<file path="config.mk">
export PLATFORM = sky130hd
export DESIGN_NAME = tag_ram_error_bank_debug
export DESIGN_NICKNAME = d
export VERILOG_FILES = /design/src/tag_ram_err_pkg.sv /design/src/tag_ram_error_bank_debug.sv
export SDC_FILE = /design/constraint.sdc
export NUM_CORES = 1
export LEC_CHECK = 0
export BUFFER_PORTS_ARGS = -buffer_cell sky130_fd_sc_hd__clkbuf_2
export CAP_MARGIN = 40
export CORE_MARGIN = 2
export CORE_UTILIZATION = 50
export CTS_BUF_LIST = sky130_fd_sc_hd__clkbuf_2
export DETAILED_ROUTE_END_ITERATION = 8
export GPL_ROUTABILITY_DRIVEN = 0
export PLACE_DENSITY = 0.76
export REMOVE_ABC_BUFFERS = 1
export SYNTH_ARGS = -nofsm -noshare
export SYNTH_HDL_FRONTEND = slang
export SYNTH_SLANG_ARGS = --single-unit
</file>
<file path="constraint.sdc">
create_clock -name hclk -period 3.7 [get_ports hclk]
set_clock_uncertainty 0.2 [all_clocks]
set_input_delay 0.185 -clock hclk [delete_from_list [all_inputs] [get_ports hclk]]
set_output_delay 0.185 -clock hclk [all_outputs]
set_load 0.005 [all_outputs]
</file>
<file path="src/tag_ram_err_pkg.sv">
// Constants and carrier types for the tag RAM error bank and debug access block
package tag_ram_err_pkg;

  // Register byte offsets
  localparam logic [7:0] OFS_LOG_FIRST = 8'h00;
  localparam logic [7:0] OFS_LOG_SECOND = 8'h04;
  localparam logic [7:0] OFS_DEBUG_OP = 8'h08;
  localparam logic [7:0] OFS_DEBUG_DATA = 8'h0C;
  localparam logic [7:0] OFS_DEBUG_CHUNK = 8'h10;
  localparam logic [7:0] OFS_IRQ_STATUS = 8'h14;
  localparam logic [7:0] OFS_IRQ_MASK = 8'h18;

  // Error log fields
  localparam int LOG_WAYS_LSB = 16;
  localparam int LOG_INDEX_LSB = 5;
  localparam int LOG_STATUS_LSB = 0;

  // Debug operation fields
  localparam int OP_WAY_LSB = 30;
  localparam int OP_CPU_BIT = 24;
  localparam int OP_INDEX_LSB = 5;
  localparam int OP_DIR_BIT = 0;

  // Debug data fields
  localparam int DATA_VALID_BIT = 22;
  localparam int DATA_TAG_LSB = 17;
  localparam int TAG_MAX_BITS = 5;
  localparam int CHUNK_BITS = 7;

  // Interrupt status bits
  localparam int IRQ_CAPTURE_BIT = 0;
  localparam int IRQ_OVERFLOW_BIT = 1;
  localparam int IRQ_DEBUG_DONE_BIT = 2;
  localparam int IRQ_BITS = 3;

  // Reset values
  localparam logic [31:0] RESET_WORD = 32'h0000_0000;
  localparam logic [IRQ_BITS-1:0] RESET_IRQ = 3'h0;

  typedef enum logic [1:0] {
    ERR_NONE = 2'b00,
    ERR_SEEN_TAG = 2'b01,
    ERR_SEEN_BOTH = 2'b10,
    ERR_CONFIRMED = 2'b11
  } err_status_t;

  typedef struct packed {
    logic [7:0] ways;
    logic [8:0] index;
    err_status_t status;
  } err_entry_t;

  typedef struct packed {
    logic write;
    logic cpu;
    logic [1:0] way;
    logic [8:0] index;
    logic valid;
    logic [TAG_MAX_BITS-1:0] tag;
    logic [CHUNK_BITS-1:0] chunk;
  } tram_cmd_t;

  typedef struct packed {
    logic valid;
    logic [TAG_MAX_BITS-1:0] tag;
    logic [CHUNK_BITS-1:0] chunk;
  } tram_rsp_t;

endpackage

</file>
<file path="src/tag_ram_error_bank_debug.sv">
// Tag RAM error bank, debug access path and interrupt logic behind an AHB-Lite slave
`timescale 1ns/1ps

module tag_ram_error_bank_debug #(
  parameter int ECC_EN = 1,
  parameter int TAG_BITS = 5
) (
  input wire logic hclk,
  input wire logic hresetn,
  input wire logic hsel,
  input wire logic [31:0] haddr,
  input wire logic [1:0] htrans,
  input wire logic hwrite,
  input wire logic [2:0] hsize,
  input wire logic [31:0] hwdata,
  input wire logic hready,
  output logic hreadyout,
  output logic hresp,
  output logic [31:0] hrdata,
  output logic tram_req,
  output tag_ram_err_pkg::tram_cmd_t tram_cmd,
  input wire logic tram_done,
  input wire tag_ram_err_pkg::tram_rsp_t tram_rsp,
  input wire logic ecc_err,
  input wire logic [7:0] ecc_err_ways,
  input wire logic [8:0] ecc_err_index,
  input wire logic cpu_seen,
  input wire logic cpu_seen_entry,
  output logic irq
);

  generate
    if (TAG_BITS < 1 || TAG_BITS > tag_ram_err_pkg::TAG_MAX_BITS || ECC_EN < 0 || ECC_EN > 1)
    begin : g_bad_params
      $error("tag_ram_error_bank_debug: TAG_BITS must be 1..5 and ECC_EN 0 or 1");
    end
  endgenerate

  typedef enum logic [1:0] {
    DBG_IDLE = 2'b00,
    DBG_ISSUE = 2'b01,
    DBG_WAIT = 2'b11
  } dbg_state_t;

  // Tag bits in use sit at the top of the field; lower ones stay reserved
  localparam logic [tag_ram_err_pkg::TAG_MAX_BITS-1:0] TAG_MASK =
    5'h1F << (tag_ram_err_pkg::TAG_MAX_BITS - TAG_BITS);

  function automatic logic [31:0] log_word(input tag_ram_err_pkg::err_entry_t e);
    logic [31:0] w;
    w = tag_ram_err_pkg::RESET_WORD;
    w[tag_ram_err_pkg::LOG_WAYS_LSB +: 8] = e.ways;
    w[tag_ram_err_pkg::LOG_INDEX_LSB +: 9] = e.index;
    w[tag_ram_err_pkg::LOG_STATUS_LSB +: 2] = e.status;
    return w;
  endfunction

  function automatic tag_ram_err_pkg::err_entry_t entry_next(
    input tag_ram_err_pkg::err_entry_t cur,
    input logic capture,
    input logic seen,
    input logic sw_wr,
    input logic [1:0] sw_status,
    input logic [7:0] cap_ways,
    input logic [8:0] cap_index
  );
    tag_ram_err_pkg::err_entry_t n;
    n = cur;
    if (sw_wr && sw_status == tag_ram_err_pkg::ERR_CONFIRMED && cur.status != tag_ram_err_pkg::ERR_NONE)
    begin
      n.status = tag_ram_err_pkg::ERR_CONFIRMED;
    end
    else if (sw_wr && sw_status == tag_ram_err_pkg::ERR_NONE)
    begin
      n.status = tag_ram_err_pkg::ERR_NONE;
    end
    else if (seen && cur.status == tag_ram_err_pkg::ERR_SEEN_TAG)
    begin
      n.status = tag_ram_err_pkg::ERR_SEEN_BOTH;
    end
    if (capture)
    begin
      n.ways = cap_ways;
      n.index = cap_index;
      n.status = tag_ram_err_pkg::ERR_SEEN_TAG;
    end
    return n;
  endfunction

  // Bus data phase state
  logic dphase;
  logic [7:0] dp_addr;
  logic dp_write;

  // Registers
  tag_ram_err_pkg::err_entry_t log_first;
  tag_ram_err_pkg::err_entry_t log_second;
  logic op_dir;
  logic op_cpu;
  logic [1:0] op_way;
  logic [8:0] op_index;
  logic data_valid;
  logic [tag_ram_err_pkg::TAG_MAX_BITS-1:0] data_tag;
  logic [tag_ram_err_pkg::CHUNK_BITS-1:0] chunk;
  logic [tag_ram_err_pkg::IRQ_BITS-1:0] irq_status;
  logic [tag_ram_err_pkg::IRQ_BITS-1:0] irq_mask;
  dbg_state_t dbg_state;

  // Address phase accept
  wire logic addr_take = hsel && hready && htrans[1];

  // The access completes only when the debug engine is idle, so a read of the
  // data or chunk register right after an operation write returns fresh results.
  wire logic dbg_busy = (dbg_state != DBG_IDLE);
  wire logic access_now = dphase && !dbg_busy;
  wire logic wr_now = access_now && dp_write;
  wire logic rd_now = access_now && !dp_write;

  wire logic wr_first = wr_now && dp_addr == tag_ram_err_pkg::OFS_LOG_FIRST;
  wire logic wr_second = wr_now && dp_addr == tag_ram_err_pkg::OFS_LOG_SECOND;
  wire logic wr_op = wr_now && dp_addr == tag_ram_err_pkg::OFS_DEBUG_OP;
  wire logic wr_data = wr_now && dp_addr == tag_ram_err_pkg::OFS_DEBUG_DATA;
  wire logic wr_chunk = wr_now && dp_addr == tag_ram_err_pkg::OFS_DEBUG_CHUNK;
  wire logic wr_mask = wr_now && dp_addr == tag_ram_err_pkg::OFS_IRQ_MASK;
  wire logic rd_irq = rd_now && dp_addr == tag_ram_err_pkg::OFS_IRQ_STATUS;

  wire logic [1:0] sw_status = hwdata[tag_ram_err_pkg::LOG_STATUS_LSB +: 2];

  // Error capture: first free entry takes the error; none free means overflow
  wire logic ecc_on = (ECC_EN != 0);
  wire logic first_free = log_first.status == tag_ram_err_pkg::ERR_NONE;
  wire logic second_free = log_second.status == tag_ram_err_pkg::ERR_NONE;
  wire logic cap_first = ecc_on && ecc_err && first_free;
  wire logic cap_second = ecc_on && ecc_err && !first_free && second_free;
  wire logic overflow = ecc_on && ecc_err && !first_free && !second_free;
  wire logic seen_first = cpu_seen && !cpu_seen_entry;
  wire logic seen_second = cpu_seen && cpu_seen_entry;

  // Capture fields go in as arguments so every change of them reaches the assignment
  wire tag_ram_err_pkg::err_entry_t next_log_first =
    entry_next(log_first, cap_first, seen_first, wr_first, sw_status, ecc_err_ways,
      ecc_err_index);
  wire tag_ram_err_pkg::err_entry_t next_log_second =
    entry_next(log_second, cap_second, seen_second, wr_second, sw_status, ecc_err_ways,
      ecc_err_index);

  wire logic dbg_done = (dbg_state == DBG_WAIT) && tram_done;
  wire logic dbg_rd_done = dbg_done && !op_dir;

  // Events win over the read that clears them
  wire logic [tag_ram_err_pkg::IRQ_BITS-1:0] irq_events =
    {dbg_done, overflow, cap_first || cap_second};
  wire logic [tag_ram_err_pkg::IRQ_BITS-1:0] next_irq_status =
    (rd_irq ? tag_ram_err_pkg::RESET_IRQ : irq_status) | irq_events;

  // Read mux
  wire logic [31:0] op_word =
    {op_way, 5'h00, op_cpu, 10'h000, op_index, 4'h0, op_dir};
  wire logic [31:0] data_word =
    {9'h000, data_valid, data_tag, 17'h00000};
  wire logic [31:0] chunk_word = {25'h0000000, chunk};
  wire logic [31:0] irq_word = {29'h00000000, irq_status};
  wire logic [31:0] mask_word = {29'h00000000, irq_mask};
  wire logic [31:0] rd_word =
    (dp_addr == tag_ram_err_pkg::OFS_LOG_FIRST) ? log_word(log_first) :
    (dp_addr == tag_ram_err_pkg::OFS_LOG_SECOND) ? log_word(log_second) :
    (dp_addr == tag_ram_err_pkg::OFS_DEBUG_OP) ? op_word :
    (dp_addr == tag_ram_err_pkg::OFS_DEBUG_DATA) ? data_word :
    (dp_addr == tag_ram_err_pkg::OFS_DEBUG_CHUNK) ? chunk_word :
    (dp_addr == tag_ram_err_pkg::OFS_IRQ_STATUS) ? irq_word :
    (dp_addr == tag_ram_err_pkg::OFS_IRQ_MASK) ? mask_word :
    tag_ram_err_pkg::RESET_WORD;

  // Debug engine next state
  dbg_state_t next_dbg_state;
  always_comb
  begin
    next_dbg_state = dbg_state;
    unique case (dbg_state)
      DBG_IDLE:
      begin
        if (wr_op)
        begin
          next_dbg_state = DBG_ISSUE;
        end
      end
      DBG_ISSUE:
      begin
        next_dbg_state = DBG_WAIT;
      end
      DBG_WAIT:
      begin
        if (tram_done)
        begin
          next_dbg_state = DBG_IDLE;
        end
      end
      default:
      begin
        next_dbg_state = DBG_IDLE;
      end
    endcase
  end

  // Bus front end: every transfer gets at least one wait state
  always_ff @(posedge hclk or negedge hresetn)
  begin
    if (!hresetn)
    begin
      dphase <= 1'b0;
      dp_addr <= 8'h00;
      dp_write <= 1'b0;
      hreadyout <= 1'b1;
      hresp <= 1'b0;
      hrdata <= tag_ram_err_pkg::RESET_WORD;
    end
    else
    begin
      hresp <= 1'b0;
      if (addr_take)
      begin
        dphase <= 1'b1;
        dp_addr <= haddr[7:0];
        dp_write <= hwrite;
        hreadyout <= 1'b0;
      end
      else if (access_now)
      begin
        dphase <= 1'b0;
        hreadyout <= 1'b1;
        hrdata <= dp_write ? tag_ram_err_pkg::RESET_WORD : rd_word;
      end
    end
  end

  // Error bank
  always_ff @(posedge hclk or negedge hresetn)
  begin
    if (!hresetn)
    begin
      log_first <= '0;
      log_second <= '0;
    end
    else
    begin
      log_first <= next_log_first;
      log_second <= next_log_second;
    end
  end

  // Debug operation register
  always_ff @(posedge hclk or negedge hresetn)
  begin
    if (!hresetn)
    begin
      op_way <= 2'h0;
      op_cpu <= 1'b0;
      op_index <= 9'h000;
      op_dir <= 1'b0;
    end
    else if (wr_op)
    begin
      op_way <= hwdata[tag_ram_err_pkg::OP_WAY_LSB +: 2];
      op_cpu <= hwdata[tag_ram_err_pkg::OP_CPU_BIT];
      op_index <= hwdata[tag_ram_err_pkg::OP_INDEX_LSB +: 9];
      op_dir <= hwdata[tag_ram_err_pkg::OP_DIR_BIT];
    end
  end

  // Data and chunk: software loads them, completed reads overwrite them
  always_ff @(posedge hclk or negedge hresetn)
  begin
    if (!hresetn)
    begin
      data_valid <= 1'b0;
      data_tag <= 5'h00;
      chunk <= 7'h00;
    end
    else if (dbg_rd_done)
    begin
      data_valid <= tram_rsp.valid;
      data_tag <= tram_rsp.tag & TAG_MASK;
      chunk <= tram_rsp.chunk;
    end
    else
    begin
      if (wr_data)
      begin
        data_valid <= hwdata[tag_ram_err_pkg::DATA_VALID_BIT];
        data_tag <= hwdata[tag_ram_err_pkg::DATA_TAG_LSB +: 5] & TAG_MASK;
      end
      if (wr_chunk)
      begin
        chunk <= hwdata[6:0];
      end
    end
  end

  // Tag RAM access launch; write data goes out unchecked so corrupt
  // tag and check bit pairs can be planted
  always_ff @(posedge hclk or negedge hresetn)
  begin
    if (!hresetn)
    begin
      dbg_state <= DBG_IDLE;
      tram_req <= 1'b0;
      tram_cmd <= '0;
    end
    else
    begin
      dbg_state <= next_dbg_state;
      tram_req <= (dbg_state == DBG_ISSUE);
      if (dbg_state == DBG_ISSUE)
      begin
        tram_cmd.write <= op_dir;
        tram_cmd.cpu <= op_cpu;
        tram_cmd.way <= op_way;
        tram_cmd.index <= op_index;
        tram_cmd.valid <= data_valid;
        tram_cmd.tag <= data_tag;
        tram_cmd.chunk <= chunk;
      end
    end
  end

  // Interrupts
  always_ff @(posedge hclk or negedge hresetn)
  begin
    if (!hresetn)
    begin
      irq_status <= tag_ram_err_pkg::RESET_IRQ;
      irq_mask <= tag_ram_err_pkg::RESET_IRQ;
      irq <= 1'b0;
    end
    else
    begin
      irq_status <= next_irq_status;
      if (wr_mask)
      begin
        irq_mask <= hwdata[tag_ram_err_pkg::IRQ_BITS-1:0];
      end
      irq <= |(next_irq_status & irq_mask);
    end
  end

endmodule

</file>
==> flow_metrics.env, run 1 <==
export IMPL_status="finished, final reports clean"
export IMPL_clk_transition_reported_paths_ns=0.20
export IMPL_filler_cell_count=766
export IMPL_ff_latch_area_um2=3400
export IMPL_number_of_enable_type_register_cells_in_the_synthesized_netlist=0
export IMPL_die_x_um=113
export IMPL_worstHoldPathType="input port to register"
export IMPL_std_cell_rows=39
export IMPL_cap_violations=0
export IMPL_power_density_nw_per_um2=521
export IMPL_wire_per_inst_um=18.1
export IMPL_cts_root_buf="sky130_fd_sc_hd__clkbuf_2"
export IMPL_hold_violations=0
export IMPL_floorplan_initialDensity=0.516
export IMPL_end_kind="register"
export IMPL_grt_use_total=0.262
export IMPL_grt_pass1_wl_mm=25.8
export IMPL_synth_yosys_seq_area_share=0.575
export IMPL_layout_worst_path_cycle_share=0.927
export IMPL_dp_hpwl_mm=9.91
export IMPL_max_vdd_ir_drop_mv=0.342
export IMPL_ctsLongestPathBuffers=2
export IMPL_worstPathArrival_ns=3.87
export IMPL_grt_pass1_vias=5213
export IMPL_detail_route_wirelength_mm=16.0
export IMPL_cts_hold_buf=123
export IMPL_resized_after_cts=0
export IMPL_clkLatencyLatePin_ns=0.73
export IMPL_total_die_area_um2=12700
export IMPL_routed_via_density=5.52
export IMPL_syn_mean_instance_area_um2=12.6
export IMPL_crit_type="register to register"
export IMPL_cts_tree="yes"
export IMPL_grt_remaining_overflow=0
export IMPL_drive_above_1_share=0.379
export IMPL_slew_headroom=0.462
export IMPL_power_share_combinational=0.270
export IMPL_finalNetCount=837
export IMPL_seqPwrFrac=0.498
export IMPL_core_area_um2=11500
export IMPL_grt_antenna_before_repair=1
export IMPL_drt_pass1_iter_count=5
export IMPL_critPathMaxFanout=12
export IMPL_die_h_um=113
export IMPL_detail_route_drc_violations=0
export IMPL_number_of_clock_buffers_inserted_by_tritoncts=17
export IMPL_total_switching_power_w=0.00130
export IMPL_unrepaired_setup_endpoints_after_global_routing="no"
export IMPL_dp_slack_ns=1.15
export IMPL_max_freq_mhz=291
export IMPL_port_buffers=124
export IMPL_yosysWarningCount=0
export IMPL_drtIter0Drc=253
export IMPL_cts_sinks=136
export IMPL_async_reset_ff_frac=1.00
export IMPL_synthCells=471
export IMPL_routed_via_count=4891
export IMPL_multi_input_comb_area_um2=2350
export IMPL_timing_setup_tns_ns=0
export IMPL_cellLeakagePower_nw=3.96
export IMPL_startpoint_kind_of_the_worst_setup_timing_path="register"
export IMPL_worst_slew_pin_transition_ns=0.800
export IMPL_htree_num_levels=4
export IMPL_synthToLayoutAreaGrowth_pct=39.8
export IMPL_post_syn_area_um2=5920
export IMPL_total_setup_buffers_inserted_after_cts=0
export IMPL_fin_crit_ns=3.43
export IMPL_slew_violations=0
export IMPL_route_antenna_remaining_nets=0
export IMPL_design_internal_power_w=0.00301
export IMPL_synthDistinctLibCells=55
export IMPL_setup_violations=0
export IMPL_postSynthRegisterBits=136
export IMPL_power_clock_fraction=0.232
export IMPL_dominantRegCellSynth="sky130_fd_sc_hd__dfrtp_1"
export IMPL_grt_max_degree=76
export IMPL_proportion_of_total_power_due_to_net_switching=0.301
export IMPL_timing_final_ws_setup_ns=0.268
export IMPL_top_level_ports=170
export IMPL_crit_required_ns=4.14
[final timing paths]
path / endpoint / start / slack, ns / cells past startpoint
setup / recovery: log_first[0] / dp_addr[1] / 0.27 / 6
hold / removal: log_first[18] / ecc_err_ways[7] / 0.05 / 3
setup reg to reg: log_first[0] / dp_addr[1] / 0.27 / 6
hold reg to reg: hrdata[11] / hrdata[11] / 0.31 / 2
min in group asynchronous: hreadyout / hresetn / 0.31 / 3
max in group asynchronous: tram_cmd[22] / hresetn / 2.59 / 4
[metrics by stage]
step	utilization	instances	hold slack, ns	total power, W	instance area (µm²)
3_5_place_dp	0.586	727	0.0632	0.00318	6720
4_1_cts	0.719	882	0.000242	0.00430	8240
3_3_place_gp	0.583	725	0.0554	0.00308	6680
2_1_floorplan	-	448	-0.311	0.00273	5790
5_1_grt	0.722	886	0.00353	0.00454	8280
6_report	0.722	886	0.0464	0.00431	8280
[critical path: stages, from the launching register on]
cell	delay, ns
sky130_fd_sc_hd__dfrtp_1	0.50
sky130_fd_sc_hd__nor4_2	0.70
sky130_fd_sc_hd__nand2_2	0.35
sky130_fd_sc_hd__nor4_1	0.30
sky130_fd_sc_hd__dlygate4sd3_1	0.63
sky130_fd_sc_hd__o211ai_1	0.10
sky130_fd_sc_hd__dlygate4sd3_1	0.56
[metal layers]
layer / vias up / wire [µm] / track usage
met5: - / 0 / 0
met4: 0 / 592 / 0.130
met3: 49 / 1040 / 0.0632
met2: 209 / 7890 / 0.436
met1: 2422 / 6510 / 0.323
li1: 2211 / - / -
[logic make-up after synthesis]
kind of cell,synth area share
mux,0.189
buf+inv,0.0351
compound gates,0.105
simple gates,0.0959
flops,0.575
other cells,0.000633
[state kept, by name (all words and copies together), names as in the netlist]
name	flops
tram_req	1
hrdata	25
op_dir	1
dp_write	1
irq_status	3
op_index	9
irq	1
data_tag	5
log_second	19
irq_mask	3
op_cpu	1
dp_addr	8
log_first	19
chunk	7
hreadyout	1
data_valid	1
tram_cmd	26
dbg_state	2
dphase	1
op_way	2
[placed cells by master, fill, tap and decap left out, types with 8 or more instances in the layout]
| master | synthesis | layout |
|---|---|---|
| sky130_fd_sc_hd__inv_1 | 13 | 13 |
| sky130_fd_sc_hd__dlygate4sd3_1 | 0 | 125 |
| sky130_fd_sc_hd__a22oi_1 | 12 | 12 |
| sky130_fd_sc_hd__clkbuf_2 | 1 | 141 |
| sky130_fd_sc_hd__nand2_1 | 47 | 47 |
| sky130_fd_sc_hd__dfrtp_1 | 135 | 135 |
| sky130_fd_sc_hd__nor2_1 | 16 | 16 |
| sky130_fd_sc_hd__mux2_2 | 93 | 93 |
| sky130_fd_sc_hd__buf_4 | 9 | 10 |
| sky130_fd_sc_hd__conb_1 | 1 | 8 |
| sky130_fd_sc_hd__a21oi_1 | 8 | 8 |
| sky130_fd_sc_hd__o21ai_0 | 29 | 29 |
[cell type report]
class / instances / share of cell area
inverters: 13 / 0.00590
well taps: 143 / 0.0216
repair buffers: 262 / 0.244
diodes: 1 / 0.000302
flip-flops and latches: 136 / 0.411
multi-input cells: 299 / 0.284
clock buffers: 18 / 0.0109
clock inverters: 14 / 0.0219
[synth_stat cells (all sizes together), types with 2 or more instances]
library cell	instances	share of area
a211oi	2	0.0042
a21oi	8	0.0068
a221o	6	0.010
a222oi	2	0.0034
a22o	3	0.0044
a22oi	12	0.015
a31oi	2	0.0021
and2	2	0.0021
buf	14	0.016
clkbuf	16	0.010
dfrtp	135	0.57
inv	13	0.0082
mux2	93	0.18
mux2i	7	0.012
nand2	50	0.033
nand2b	5	0.0053
nand3	3	0.0025
nand3b	2	0.0025
nand4	3	0.0032
nand4b	2	0.0051
nor2	18	0.012
nor3	3	0.0034
nor4	4	0.0068
nor4b	2	0.0051
o211ai	2	0.0025
o21ai	29	0.025
o221ai	6	0.0089
o22ai	4	0.0042
o31ai	4	0.0051
or4	3	0.0044
[power by group through the flow]
stage | Sequential [W] | Combinational (W) | Clock (W)
floorplan | 0.00213 | 0.000593 | 0
global placement | 0.00214 | 0.000938 | 0
detailed placement | 0.00217 | 0.00101 | 0
CTS | 0.00214 | 0.00115 | 0.00101
global route | 0.00220 | 0.00127 | 0.00107
finish | 0.00215 | 0.00116 | 0.000999
No activity file was read; power rests on OpenSTA's default activity.
==> run 2, diff against run 1 <==
--- a/config.mk
+++ b/config.mk
@@ -5,6 +5,7 @@
 export SDC_FILE = /design/constraint.sdc
 export NUM_CORES = 1
 export LEC_CHECK = 0
+export ABC_AREA = 1
 export BUFFER_PORTS_ARGS = -buffer_cell sky130_fd_sc_hd__clkbuf_2
 export CAP_MARGIN = 40
 export CORE_MARGIN = 2
==> flow_metrics.env, run 2 <==
export IMPL_postSynthRegisterBits=136
export IMPL_top_level_ports=170
export IMPL_largest_reg_flops=26
export IMPL_synthCells=709
export IMPL_finalNetCount=1035
export IMPL_synthDistinctLibCells=32
export IMPL_cellLeakagePower_nw=4.17
export IMPL_proportion_of_total_power_due_to_net_switching=0.346
export IMPL_fin_util=0.669
export IMPL_worst_hold_margin_ns=0.0741
export IMPL_syn_mean_instance_area_um2=8.57
export IMPL_final_cell_mix="sky130_fd_sc_hd__nand2_1 (228), sky130_fd_sc_hd__clkbuf_2 (142), sky130_fd_sc_hd__dfrtp_1 (135), sky130_fd_sc_hd__dlygate4sd3_1 (94), sky130_fd_sc_hd__o21ai_0 (79)"
export IMPL_p_total_w=0.00442
export IMPL_commonest_non_fill_non_tap_cell_in_the_layout="sky130_fd_sc_hd__nand2_1"
export IMPL_grt_pass1_vias=5643
export IMPL_slew_violations=0
export IMPL_core_area_um2=12000
export IMPL_slew_headroom=0.626
export IMPL_grt_use_total=0.259
export IMPL_timing_final_ws_setup_ns=1.00
export IMPL_number_of_clock_buffers_inserted_by_tritoncts=17
export IMPL_grt_remaining_overflow=0
export IMPL_crit_path_top_delay_cell="sky130_fd_sc_hd__dlygate4sd3_1"
export IMPL_synth_area_top_cells="sky130_fd_sc_hd__dfrtp_1 (56%), sky130_fd_sc_hd__nand2_1 (14%), sky130_fd_sc_hd__o21ai_0 (6.5%)"
export IMPL_dp_hpwl_mm=9.67
export IMPL_total_setup_buffers_inserted_after_cts=0
export IMPL_post_synth_top_area_cell="sky130_fd_sc_hd__dfrtp_1"
export IMPL_synth_top_cell_area_share=0.556
export IMPL_worstPathArrival_ns=3.14
export IMPL_fin_crit_ns=2.70
export IMPL_synth_most_common_cell="sky130_fd_sc_hd__nand2_1"
export IMPL_route_antenna_remaining_nets=0
export IMPL_total_die_area_um2=13100
export IMPL_drt_pass1_iter_count=5
export IMPL_power_share_combinational=0.291
export IMPL_startpoint_kind_of_the_worst_setup_timing_path="input port"
export IMPL_cts_root_buf="sky130_fd_sc_hd__clkbuf_2"
export IMPL_filler_cell_count=984
export IMPL_routed_via_count=5516
export IMPL_async_reset_ff_frac=1.00
export IMPL_wire_per_inst_um=14.6
export IMPL_yosysWarningCount=0
export IMPL_critical_path_max_stage_delay_ns=0.61
export IMPL_std_cell_rows=40
export IMPL_dp_slack_ns=1.63
export IMPL_port_buffers=124
export IMPL_cap_violations=0
export IMPL_power_density_nw_per_um2=552
export IMPL_hold_violations=0
export IMPL_grt_pass1_wl_mm=26.3
export IMPL_post_syn_area_um2=6080
export IMPL_end_kind="register"
export IMPL_die_h_um=114
export IMPL_cts_tree="yes"
export IMPL_unrepaired_setup_endpoints_after_global_routing="no"
export IMPL_die_x_um=114
export IMPL_grt_max_degree=71
export IMPL_max_vdd_ir_drop_mv=0.272
export IMPL_detail_route_wirelength_mm=15.8
export IMPL_timing_setup_tns_ns=0
export IMPL_max_flop_register="tram_cmd"
export IMPL_setup_violations=0
export IMPL_max_freq_mhz=371
export IMPL_dominantRegCellSynth="sky130_fd_sc_hd__dfrtp_1"
export IMPL_cts_sinks=136
export IMPL_synth_yosys_seq_area_share=0.560
export IMPL_seqPwrFrac=0.479
export IMPL_design_internal_power_w=0.00289
export IMPL_netlist_top_cells_count="sky130_fd_sc_hd__nand2_1 (228), sky130_fd_sc_hd__dfrtp_1 (135), sky130_fd_sc_hd__o21ai_0 (79)"
export IMPL_crit_chain="dlygate4sd3_1 > clkbuf_2 > nand3_1 > dlygate4sd3_1 > inv_2 > nand2_1 > dlygate4sd3_1 > o21ai_0 > dlygate4sd3_1"
export IMPL_htree_num_levels=4
export IMPL_critPathMaxFanout=19
export IMPL_power_clock_fraction=0.230
export IMPL_grt_antenna_before_repair=0
export IMPL_worstHoldPathType="input port to register"
export IMPL_routed_via_density=5.08
export IMPL_synthToLayoutAreaGrowth_pct=31.7
export IMPL_status="finished, final reports clean"
export IMPL_number_of_enable_type_register_cells_in_the_synthesized_netlist=0
export IMPL_cp_common_cell="sky130_fd_sc_hd__dlygate4sd3_1"
export IMPL_total_switching_power_w=0.00153
export IMPL_ctsLongestPathBuffers=2
export IMPL_detail_route_drc_violations=0
export IMPL_clk_transition_reported_paths_ns=0.19
export IMPL_worst_slew_pin_transition_ns=0.560
export IMPL_crit_type="input port to register"
export IMPL_layout_worst_path_cycle_share=0.729
export IMPL_floorplan_initialDensity=0.508
export IMPL_crit_required_ns=4.14
export IMPL_clkLatencyLatePin_ns=0.68
export IMPL_drive_above_1_share=0.216
export IMPL_reg_largest_list="tram_cmd x26, hrdata x25"
export IMPL_drtIter0Drc=370
## run 2: cell count changes after synthesis, moves of 7 or more
cell,previous run,this run
sky130_fd_sc_hd__a22oi_1,12,0
sky130_fd_sc_hd__nand3_1,3,35
sky130_fd_sc_hd__inv_2,0,10
sky130_fd_sc_hd__mux2i_1,7,0
sky130_fd_sc_hd__o21ai_0,29,79
sky130_fd_sc_hd__nor2_1,16,34
sky130_fd_sc_hd__o21ai_1,0,15
sky130_fd_sc_hd__nor2_4,0,10
sky130_fd_sc_hd__mux2_2,93,0
sky130_fd_sc_hd__inv_1,13,66
sky130_fd_sc_hd__a21oi_1,8,21
sky130_fd_sc_hd__nand2_1,47,228
## run 2: timing repair
| action | 4_1_cts | 5_1_grt |
|---|---|---|
| hold endpoints to repair | 224 | 0 |
| endpoints found under the setup margin | 0 | 0 |
| hold buffers | 95 | 0 |
| resized for setup | 0 | 0 |
## run 2: routing by layer
metal  vias to the layer above  track usage  wire length (µm)
li1                       2674            -                 -
met1                      2616        0.328              6690
met2                       185        0.431              7810
met3                        41       0.0630               893
met4                         0        0.106               423
met5                         -            0                 0
## run 2: layout make-up
| type | count | area (µm²) | share of cell area |
|---|---|---|---|
| clock inverters | 10 | 179 | 0.0223 |
| well taps | 147 | 184 | 0.0230 |
| clock buffers | 19 | 95.1 | 0.0119 |
| diodes | 1 | 2.50 | 0.000313 |
| flip-flops and latches | 136 | 3400 | 0.425 |
| multi-input cells | 471 | 2190 | 0.274 |
| repair buffers | 224 | 1650 | 0.206 |
| inverters | 77 | 294 | 0.0367 |
## run 2: cells by family after synthesis
logic type,synth area share
other,0.000617
AOI/OAI and AO/OA,0.112
and+or+nand+nor,0.244
buffers and inverters,0.0832
DFF,0.560
## run 2: path summary, 6_finish.rpt
check,start,to,slack (ns),depth (start not counted)
min reg2reg,log_first[3],log_first[3],0.29,2
max reg2reg,dbg_state[0],chunk[3],1.14,8
max in group asynchronous,hresetn,log_second[18],2.32,5
min in group asynchronous,hresetn,tram_cmd[16],0.36,4
min,ecc_err_ways[0],log_second[11],0.07,4
max,hready,dp_addr[3],1.00,9
## run 2: worst max-delay path, delay by kind of cell
kind | cells | cell delay [ns]
buffers and inverters | 6 | 2.67
AO/OA/AOI/OAI | 1 | 0.10
AND/OR/NAND/NOR | 2 | 0.18
## run 2: power groups by stage
stage	sequential [W]	combinational, W	clock, W
after floorplan	0.00212	0.000692	0
after global placement	0.00213	0.00114	0
after detailed placement	0.00214	0.00117	0
after CTS	0.00211	0.00127	0.00103
after global routing	0.00217	0.00147	0.00110
final	0.00212	0.00129	0.00102
## run 2: through the flow
step,instance area (µm²),cells
6_report,8010,1085
5_1_grt,8000,1084
4_1_cts,8000,1084
3_5_place_dp,6770,960
3_3_place_gp,6730,958
2_1_floorplan,5890,684
